File: config.mk
export PLATFORM = sky130hd
export DESIGN_NAME = stw_sensor_flat
export DESIGN_NICKNAME = d
export VERILOG_FILES = /design/src/hdl/stw_pkg.sv /design/src/hdl/stw_if.sv /design/src/hdl/stw_sensor.sv /design/src/flat_wrapper.sv
export SDC_FILE = /design/constraint.sdc
export NUM_CORES = 1
export LEC_CHECK = 0
export BUFFER_PORTS_ARGS = -buffer_cell sky130_fd_sc_hd__buf_2
export CAP_MARGIN = 20
export CELL_PAD_IN_SITES_DETAIL_PLACEMENT = 1
export CELL_PAD_IN_SITES_GLOBAL_PLACEMENT = 2
export CORE_ASPECT_RATIO = 1.75
export CORE_MARGIN = 2
export CORE_UTILIZATION = 34
export DETAILED_ROUTE_END_ITERATION = 8
export GPL_TIMING_DRIVEN = 0
export HOLD_SLACK_MARGIN = 0.03
export PLACE_DENSITY_LB_ADDON = 0.1
export SLEW_MARGIN = 0
export SYNTH_ARGS = -nofsm -noshare
export SYNTH_HDL_FRONTEND = slang
export SYNTH_SLANG_ARGS = --single-unit
File: constraint.sdc
create_clock -name CLOCK -period 2.72 [get_ports CLOCK]
set_input_delay 0 -clock CLOCK [delete_from_list [all_inputs] [get_ports CLOCK]]
set_output_delay 0 -clock CLOCK [all_outputs]
set_load 0.02 [all_outputs]
File: src/hdl/stw_pkg.sv
// Shared constants for the three-wire sensor readout link.
// Assumes both ends run on one 25 MHz system clock.
package stw_pkg;
  localparam int          START_BITS     = 3;
  localparam int          STOP_BITS      = 3;
  localparam int          SETUP_BITS     = 4;
  localparam int          FRAME_BITS     = START_BITS + SETUP_BITS + STOP_BITS;
  localparam int          WORD_BITS      = 16;
  localparam int          READ_CLOCKS    = 17;
  localparam int          ACK_CLOCKS     = 2;
  localparam int          RESET_BITS     = 21;
  localparam logic [3:0]  SETUP_PRESSURE = 4'hA;
  localparam logic [3:0]  SETUP_TEMP     = 4'h9;
  localparam logic [3:0]  SETUP_CAL1     = 4'h5;
  localparam logic [3:0]  SETUP_CAL2     = 4'h6;
  localparam logic [3:0]  SETUP_CAL3     = 4'h3;
  localparam logic [3:0]  SETUP_CAL4     = 4'hC;
  localparam logic [20:0] RESET_PATTERN  = 21'h155540;
  localparam logic [63:0] CALIB_DEFAULT  = 64'h1234_5678_9ABC_DEF0;
  localparam int          CONV_MCLKS     = 1000;
  localparam int          SCLK_HALF      = 4;
  localparam int          SYS_CLK_HZ     = 25000000;
  localparam int          MCLK_HZ        = 32768;
  localparam int          MCLK_HALF      = SYS_CLK_HZ / MCLK_HZ / 2;
  typedef enum logic [2:0] {
    STW_CMD_PRESSURE,
    STW_CMD_TEMP,
    STW_CMD_CAL1,
    STW_CMD_CAL2,
    STW_CMD_CAL3,
    STW_CMD_CAL4,
    STW_CMD_RESET
  } stw_cmd_t;
endpackage

File: src/hdl/stw_if.sv
// Three-wire link between host and sensor end.
// Assumes the bench supplies the system clock and reset.
`timescale 1ns/100ps
interface stw_if;
  logic sclk;
  logic din;
  logic dout;
  logic mclk;
  modport sensor (input sclk, input din, input mclk, output dout);
  modport host   (output sclk, output din, input dout);
endinterface

File: src/hdl/stw_sensor.sv
// Sensor end: instruction decode, conversion status and data shift-out.
// Assumes SCLK, DIN and MCLK are asynchronous pins, sampled by CLOCK.
// Behaviour
// Sample instruction bits on serial clock rise
// Launch output bits on serial clock rise
// Host samples and changes on falling edge
// Host alone generates the serial clock
// Instruction selects result or calibration output
// Output line also shows conversion status
// Pressure, temperature, four calibration reads, reset
// Three high start bits precede setup
// Three low stop bits follow setup
// Four-bit setup field selects operation
// Output rises to acknowledge conversion start
// Host gives two clocks, then holds low
// Output falls when conversion completes
// Seventeen clocks shift out sixteen-bit result
// Paused serial clock resumes at same bit
// Host reads result before next conversion
// Reset pattern recognised in every state
// Host ignores output during reset pattern
// Host sends reset before first conversion
// Conversion timed by separate master clock
// Sixty-four calibration bits as four blocks
// Setup codes parameters; words MSB first
// Calibration read shifts directly after stop
`timescale 1ns/100ps
module stw_sensor
  import stw_pkg::*;
#(
  parameter logic [63:0] CALIB      = CALIB_DEFAULT,
  parameter int          CONV_TICKS = CONV_MCLKS
) (
  input  wire logic        CLOCK,
  input  wire logic        RESETN,
  stw_if.sensor            LINK,
  input  wire logic [15:0] PRESSURE_SAMPLE,
  input  wire logic [15:0] TEMPERATURE_SAMPLE,
  output logic             CONV_BUSY,
  output logic             CONV_IS_PRESSURE
);
  typedef enum {S_START, S_SETUP, S_STOP, S_ACK, S_CONV, S_SHIFT} stw_sst_t;

  logic [1:0]  sclk_s_r, din_s_r, mclk_s_r;
  logic        sclk_d_r, mclk_d_r;
  logic        rise, mclk_rise;
  stw_sst_t    st_r;
  logic [3:0]  cnt_r;
  logic [3:0]  setup_r;
  logic [20:0] hist_r;
  logic [15:0] shift_r;
  logic [4:0]  bits_r;
  logic        dout_r;
  logic        conv_p_r;
  logic [15:0] conv_cnt_r;
  logic        reset_hit;
  logic [20:0] hist_nxt;

  // One 16-bit calibration block; block 1 sits in the top bits of CALIB
  function automatic logic [15:0] calib_block(input logic [1:0] idx);
    calib_block = CALIB[63 - 16 * int'(idx) -: 16];
  endfunction

  // Two-stage synchronisers for all pins
  always_ff @(posedge CLOCK or negedge RESETN) begin
    if (!RESETN) begin
      sclk_s_r <= 2'h0;
      din_s_r  <= 2'h0;
      mclk_s_r <= 2'h0;
      sclk_d_r <= 1'b0;
      mclk_d_r <= 1'b0;
    end else begin
      sclk_s_r <= {sclk_s_r[0], LINK.sclk};
      din_s_r  <= {din_s_r[0], LINK.din};
      mclk_s_r <= {mclk_s_r[0], LINK.mclk};
      sclk_d_r <= sclk_s_r[1];
      mclk_d_r <= mclk_s_r[1];
    end
  end

  assign rise      = sclk_s_r[1] & ~sclk_d_r;
  assign mclk_rise = mclk_s_r[1] & ~mclk_d_r;
  assign hist_nxt  = {hist_r[19:0], din_s_r[1]};
  assign reset_hit = rise && (hist_nxt == RESET_PATTERN);

  always_ff @(posedge CLOCK or negedge RESETN) begin
    if (!RESETN) begin
      hist_r <= 21'h0;
    end else if (rise) begin
      hist_r <= reset_hit ? 21'h0 : hist_nxt;
    end
  end

  // Protocol sequencer
  always_ff @(posedge CLOCK or negedge RESETN) begin
    if (!RESETN) begin
      st_r       <= S_START;
      cnt_r      <= 4'h0;
      setup_r    <= 4'h0;
      shift_r    <= 16'h0;
      bits_r     <= 5'h0;
      dout_r     <= 1'b0;
      conv_p_r   <= 1'b0;
      conv_cnt_r <= 16'h0;
    end else if (reset_hit) begin
      st_r   <= S_START;
      cnt_r  <= 4'h0;
      dout_r <= 1'b0;
    end else begin
      unique case (st_r)
        S_START: if (rise) begin
          if (din_s_r[1]) begin
            if (cnt_r == 4'(START_BITS - 1)) begin
              st_r  <= S_SETUP;
              cnt_r <= 4'h0;
            end else begin
              cnt_r <= cnt_r + 4'h1;
            end
          end else begin
            cnt_r <= 4'h0;
          end
        end
        S_SETUP: if (rise) begin
          setup_r <= {setup_r[2:0], din_s_r[1]};
          if (cnt_r == 4'(SETUP_BITS - 1)) begin
            st_r  <= S_STOP;
            cnt_r <= 4'h0;
          end else begin
            cnt_r <= cnt_r + 4'h1;
          end
        end
        S_STOP: if (rise) begin
          if (din_s_r[1]) begin
            st_r  <= S_START;
            cnt_r <= 4'h0;
          end else if (cnt_r == 4'(STOP_BITS - 1)) begin
            cnt_r <= 4'h0;
            bits_r <= 5'h0;
            unique case (setup_r)
              SETUP_PRESSURE: begin
                st_r     <= S_ACK;
                conv_p_r <= 1'b1;
                dout_r   <= 1'b1;
              end
              SETUP_TEMP: begin
                st_r     <= S_ACK;
                conv_p_r <= 1'b0;
                dout_r   <= 1'b1;
              end
              SETUP_CAL1: begin
                st_r    <= S_SHIFT;
                shift_r <= calib_block(2'h0);
              end
              SETUP_CAL2: begin
                st_r    <= S_SHIFT;
                shift_r <= calib_block(2'h1);
              end
              SETUP_CAL3: begin
                st_r    <= S_SHIFT;
                shift_r <= calib_block(2'h2);
              end
              SETUP_CAL4: begin
                st_r    <= S_SHIFT;
                shift_r <= calib_block(2'h3);
              end
              default: st_r <= S_START;
            endcase
          end else begin
            cnt_r <= cnt_r + 4'h1;
          end
        end
        S_ACK: if (rise) begin
          if (cnt_r == 4'(ACK_CLOCKS - 1)) begin
            st_r       <= S_CONV;
            conv_cnt_r <= 16'h0;
            cnt_r      <= 4'h0;
          end else begin
            cnt_r <= cnt_r + 4'h1;
          end
        end
        // Conversion counts master clock rises only; SCLK is looked at only for the reset pattern
        S_CONV: if (mclk_rise) begin
          if (conv_cnt_r == 16'(CONV_TICKS - 1)) begin
            st_r    <= S_SHIFT;
            dout_r  <= 1'b0;
            shift_r <= conv_p_r ? PRESSURE_SAMPLE : TEMPERATURE_SAMPLE;
          end else begin
            conv_cnt_r <= conv_cnt_r + 16'h1;
          end
        end
        S_SHIFT: if (rise) begin
          // Each rise launches the next bit, MSB first; last rise idles line
          if (bits_r == 5'(READ_CLOCKS - 1)) begin
            st_r   <= S_START;
            dout_r <= 1'b0;
          end else begin
            dout_r  <= shift_r[15];
            shift_r <= {shift_r[14:0], 1'b0};
            bits_r  <= bits_r + 5'h1;
          end
        end
      endcase
    end
  end

  assign LINK.dout        = dout_r;
  assign CONV_BUSY        = (st_r == S_ACK) || (st_r == S_CONV);
  assign CONV_IS_PRESSURE = conv_p_r;
endmodule

File: src/flat_wrapper.sv
// flat-port wrapper written by rule: the top's interface ports become plain ports
module stw_sensor_flat import stw_pkg::*;
#(
  parameter logic [63:0] CALIB      = CALIB_DEFAULT,
  parameter int          CONV_TICKS = CONV_MCLKS
)
  (CLOCK, RESETN, PRESSURE_SAMPLE, TEMPERATURE_SAMPLE, CONV_BUSY, CONV_IS_PRESSURE, LINK_sclk, LINK_din, LINK_mclk, LINK_dout);
  stw_if LINK_i ();
  input  wire logic CLOCK;
  input  wire logic RESETN;
  input  wire logic [15:0] PRESSURE_SAMPLE;
  input  wire logic [15:0] TEMPERATURE_SAMPLE;
  output logic CONV_BUSY;
  output logic CONV_IS_PRESSURE;
  input wire logic [$bits(LINK_i.sclk)-1:0] LINK_sclk;
  input wire logic [$bits(LINK_i.din)-1:0] LINK_din;
  input wire logic [$bits(LINK_i.mclk)-1:0] LINK_mclk;
  output wire logic [$bits(LINK_i.dout)-1:0] LINK_dout;
  assign LINK_i.sclk = LINK_sclk;
  assign LINK_i.din = LINK_din;
  assign LINK_i.mclk = LINK_mclk;
  assign LINK_dout = LINK_i.dout;
  stw_sensor #(.CALIB(CALIB), .CONV_TICKS(CONV_TICKS)) u_core (.CLOCK(CLOCK), .RESETN(RESETN), .LINK(LINK_i), .PRESSURE_SAMPLE(PRESSURE_SAMPLE), .TEMPERATURE_SAMPLE(TEMPERATURE_SAMPLE), .CONV_BUSY(CONV_BUSY), .CONV_IS_PRESSURE(CONV_IS_PRESSURE));
endmodule
# After elaboration in Yosys (flattened, before gate mapping)

Cells that the tools add are included.
Widths: inputs -> output; s select.

Memories kept: 0
Bits of input ports: 37
RAM bits: 0
Bits in latches: 0
ROM bits: 0
Register bits after elaboration: 107
Output and inout bits: 3

Bitwise gates (word level): 6
Add/sub/neg operators: 3
Equal/unequal tests: 46
Mux-type cells: 61
$mul: 0
Divide/modulo/power cells: 0
$lt $le $gt $ge: 0
Shift-type cells: 0
Reductions and logical operators: 19

Operators with widths:

| cell                  | count |
|---|---|
| $mux 32               | 15 |
| $mux 16               | 12 |
| $pmux 32 s6           | 1 |
| $eq 32x3->1 const B   | 3 |
| $eq 32x2->1 const B   | 2 |
| $pmux 16 s4           | 1 |
| $pmux 16 s3           | 1 |
| $mux 4                | 10 |
| $ne 3x1->1 const B    | 13 |
| $eq 32x1->1 const B   | 1 |
| $eq 32x4->1 const B   | 1 |
| $logic_not 32->1      | 1 |
| $pmux 16 s2           | 1 |
| $mux 5                | 5 |
| $eq 21x21->1 const B  | 1 |
| $mux 20               | 1 |
| $add 16x1->16 const B | 1 |
| $eq 16x10->1 const B  | 1 |
| $pmux 4 s4            | 1 |
| $ne 2x1->1 const B    | 7 |
| $reduce_and 13->1     | 1 |
| $eq 4x2->1 const B    | 3 |
| $eq 4x4->1 const B    | 3 |
| $reduce_and 6->1      | 2 |
| 30 further kinds      | 47 |

# Longest topological paths before layout

Depth after elaboration: 8
Gate-level depth with buffers: 9
Depth with buffers taken out: 7

# Worst setup path after synthesis

Ideal clock, no wire load.

Kind: register to register
Start: reg u_core.conv_cnt_r[10]
End: reg u_core.shift_r[10]
Clock period less this slack: 2.686 ns
Data arrival time: 2.561 ns
Stages on the path, launching flop included: 7
Path slack: 0.034 ns
Cell sequence: dfrtp_1 -> or4_1 -> or4_4 -> o21ai_4 -> nor4b_4 -> buf_6 -> mux2_2

Cells in the longest elaborated chain, start to end: 3

Ends and longest elaborated chain:

| element                            | line              | source |
|---|---|---|
| start, declared                    | stw_sensor.sv:55  | `logic [15:0] conv_cnt_r;` |
| start signal, assigned             | stw_sensor.sv:188 | `conv_cnt_r <= conv_cnt_r + 16'h1;` |
| $eq 16x10->1                       | stw_sensor.sv:183 | `if (conv_cnt_r == 16'(CONV_TICKS - 1)) begin` |
| $ne 2x1->1 (no source line)        | -                 |  |
| $reduce_and 10->1 (no source line) | -                 |  |
| end signal, assigned               | stw_sensor.sv:164 | `shift_r <= calib_block(2'h3);` |
| end signal, assigned               | stw_sensor.sv:186 | `shift_r <= conv_p_r ? PRESSURE_SAMPLE : TEMPERATURE_SAMPLE;` |
| end signal, assigned               | stw_sensor.sv:198 | `shift_r <= {shift_r[14:0], 1'b0};` |
| end, declared                      | stw_sensor.sv:51  | `logic [15:0] shift_r;` |

No other way between the ends.
A chain may end at the register's enable or synchronous reset.

# Worst setup path in the final report

Start: reg u_core.conv_cnt_r[4]
End: reg u_core.shift_r[2]

Same word-level chain as after synthesis.

==> run_results.csv <==
group,metric,value,unit
status,status,"complete, no violations",
finish,fin_area,5290,um2
floorplan,rows,54,
floorplan,die_height,154,um
clock_tree,root_buffer,"clkbuf_16",
setup_path,r2r_slack,0.08,ns
sta,post-route-period-util,0.970,
setup_path,worstPathMaxFanout,7,
finish,antenna_cells,0,
setup_path,cp_data_arrival_time,2.86,ns
sta,fin_skew,0.00752,ns
sta,fin_tns_setup,0,ns
drt,firstDrtPassIters,4,
synth,synth_area_leaders,"dfrtp_1 (45%), nand2_1 (6.8%), mux2_2 (6.5%)",
sta,drv_slew,0,
sta,setup_viol,0,
synth,ys_types,60,
setup_path,critPathLaunchType,"register",
setup_path,cp.required,2.94,ns
clock_tree,clk_latency,0.34,ns
setup_path,worstRegToRegCells,7,
finish,fin_nets,573,
sta,tightest_slew,0.698,ns
drt,first_iter_violations,119,
sta,final.min_clock_period,2.64,ns
min_path,min_from,"TEMPERATURE_SAMPLE[0]",
floorplan,core,12500,um2
placement,gp_congestion,0.828,
finish,synthToLayoutAreaGrowth,21.2,%
drt,via_per_inst,5.42,
global_routing,grt_pass1_wl,20700,um
min_path,holdPathStages,4,
drt,ant_nets,0,
drt,wl,12500,um
synth,ys.flop_type,"dfrtp_1",
drt,drc,0,
synth,synth_area_per_cell,9.45,um2
clock_tree,clock_path_buffers,2,
synth,synthesis.instances,462,
sta,hold_violations,0,
synth,ys_ff_latch,78,
synth,synth_top_area_share,0.447,
power_and_ir_drop,leakage,2.31,nW
synth,ys_async_sr_fraction,1.00,
clock_tree,h-tree-depth,3,
global_routing,grt_max_degree,67,
min_path,hold_class,"input pin to register",
setup_path,crit_type,"register to register",
clock_tree,clkTransAtPathRegs,0.06,ns
synth,synth-edff-count,0,
synth,yosysWarnings,0,
drt,wire_per_inst,17.9,um
synth,yosys.area.top_type,"dfrtp_1",
sta,slew_headroom,0.533,
placement,port_buffers,39,
job,cap_violations,0,
power_and_ir_drop,powerDensity,743,nW/um2
clock_tree,tritoncts,"done",
sta,fmax,379,MHz
floorplan,boundaryPins,40,
finish,finish.utilization,0.423,
drt,vias,3802,
synth,syn_nets,507,
sta,rsz0062_at_grt,"false",
global_routing,grt_pass1_vias,4119,
setup_path,end_kind,"register",
clock_tree,cts_sinks,78,
setup_path,timing.rr.start,"u_core.conv_cnt_r[4]",
placement,place_area,4800,um2
setup_path,crit-reg2reg-capture,"u_core.shift_r[2]",
global_routing,grt_overflow_total,0,
clock_tree,cts_inserted_buffers,9,
floorplan,start_util,0.349,
power_and_ir_drop,peakVddDrop,0.000329,V
floorplan,dieWidth,89.6,um
global_routing,antenna_found_initial,0,
floorplan,die_area,13800,um2
finish,drive_gt1_frac,0.221,
synth,synth-seq-area-share,0.447,
placement,dp_hpwl,9000,um
global_routing,grtUsageTotal,0.194,
sta,holdWs,0.0442,ns
min_path,min_to,"u_core.shift_r[0]",
synth,netlist_area,4360,um2
==> logic make-up after synthesis <==
logic type,Yosys count,synth area share
XOR/XNOR,3,0.00602
flip-flops,78,0.447
adder cells (fa/ha/maj),9,0.0252
AO/OA/AOI/OAI,109,0.168
AND/OR/NAND/NOR,186,0.222
multiplexers,39,0.0966
buffers and inverters,38,0.0347
==> state kept, by name (all words and copies together), names as in the netlist <==
name / cells
u_core.sclk_d_r: 1
u_core.mclk_d_r: 1
u_core.hist_r: 20
u_core.setup_r: 4
u_core.CONV_IS_PRESSURE: 1
u_core.mclk_s_r: 2
u_core.st_r: 3
u_core.LINK.dout: 1
u_core.shift_r: 16
u_core.sclk_s_r: 2
u_core.bits_r: 5
u_core.conv_cnt_r: 16
u_core.cnt_r: 4
u_core.din_s_r: 2
==> stage by stage <==
step / worst slack (ns) / total power, mW / std cells
final: 0.0807 / 3.93 / 701
after global routing: 0.00823 / 4.16 / 701
after CTS: -0.0105 / 3.97 / 699
after detailed placement: -0.495 / 2.56 / 671
after global placement: -0.458 / 2.52 / 669
after floorplan: 0.0339 / 2.22 / 462
==> cells in the final DEF, fill, tap and decap left out, types with 9 or more instances in the layout <==
master	n
nor2_1	26
o21ai_0	35
o211ai_1	9
a21oi_1	10
mux2i_1	14
nand3_1	15
clkbuf_16	9
o31ai_1	13
dfrtp_1	76
buf_2	40
mux2_2	25
clkbuf_1	16
nand2_1	79
inv_1	13
buf_4	11
==> synthesized netlist by cell type (2+ instances only) <==
library cell	n
o22ai_1	5
a31oi_1	7
a21boi_0	2
nor2_1	27
mux2_2	25
and2_1	3
nand3_1	15
clkbuf_1	22
nor3b_1	6
a221o_1	3
nand3b_1	3
a41oi_1	2
a21o_1	2
o311ai_0	2
a21oi_1	10
inv_1	13
nor4_1	2
xor2_1	3
and3_1	3
nand4_1	6
o21ai_0	35
o31ai_1	13
o32ai_1	3
nor2b_1	5
nor4bb_1	5
dfrtp_1	78
nand2_1	79
o41ai_1	3
o211ai_1	9
and3_2	2
nand2b_1	8
mux2i_1	14
nor4b_1	2
o2bb2ai_1	2
a31o_2	2
or2_2	2
or4_1	6
or3b_2	4
ha_1	8
==> worst max path at each step <==
stage | slack [ns] | from | depth (start not counted) | to
floorplan | 0.03 | u_core.conv_cnt_r[10] | 6 | u_core.shift_r[10]
global placement | -0.46 | u_core.conv_cnt_r[10] | 6 | u_core.shift_r[10]
detailed placement | -0.49 | u_core.conv_cnt_r[10] | 6 | u_core.shift_r[12]
CTS | -0.01 | u_core.conv_cnt_r[13] | 7 | u_core.shift_r[7]
global route | 0.008 | u_core.conv_cnt_r[4] | 7 | u_core.shift_r[13]
finish | 0.08 | u_core.conv_cnt_r[4] | 7 | u_core.shift_r[2]
==> area by class of cell <==
| type | instances | area (um2) |
|---|---|---|
| fill | 1473 | 7210 |
| clock inverter | 5 | 81.3 |
| timing repair buffer | 58 | 367 |
| clock buffer | 11 | 253 |
| sequential | 78 | 1950 |
| inverter | 13 | 48.8 |
| multi-input combinational | 346 | 2280 |
| buffer | 22 | 97.6 |
| tap | 168 | 210 |
==> timing repair <==
action	4_1_cts	5_1_grt
endpoints found under the hold margin	81	0
pin swaps	4	2
setup endpoints to repair	28	28
hold buffers	4	0
buffers inserted	8	2
resized for setup	7	7
gates cloned	1	0
==> per-layer routing <==
metal  global-route usage  wire length, um  vias to the layer above
met5                    0                0                        -
met4               0.0725              342                        0
met3               0.0274              332                       20
met2                0.354             6770                       53
met1                0.220             5090                     1908
li1                     -                -                     1821
==> critical path, cell delays in order (launching register included) <==
cell     delay (ns)
dfrtp_2        0.44
or4_1          0.49
or4_4          0.53
o21ai_4        0.19
nor4b_4        0.21
buf_4          0.17
buf_6          0.15
mux2_2         0.34
==> where the power goes <==
part / switching [mW] / internal, mW
sequential: 0.145 / 1.34
combinational: 0.603 / 0.488
clock: 0.500 / 0.854
total: 1.25 / 2.68
Power figures use the tool's default switching activity.
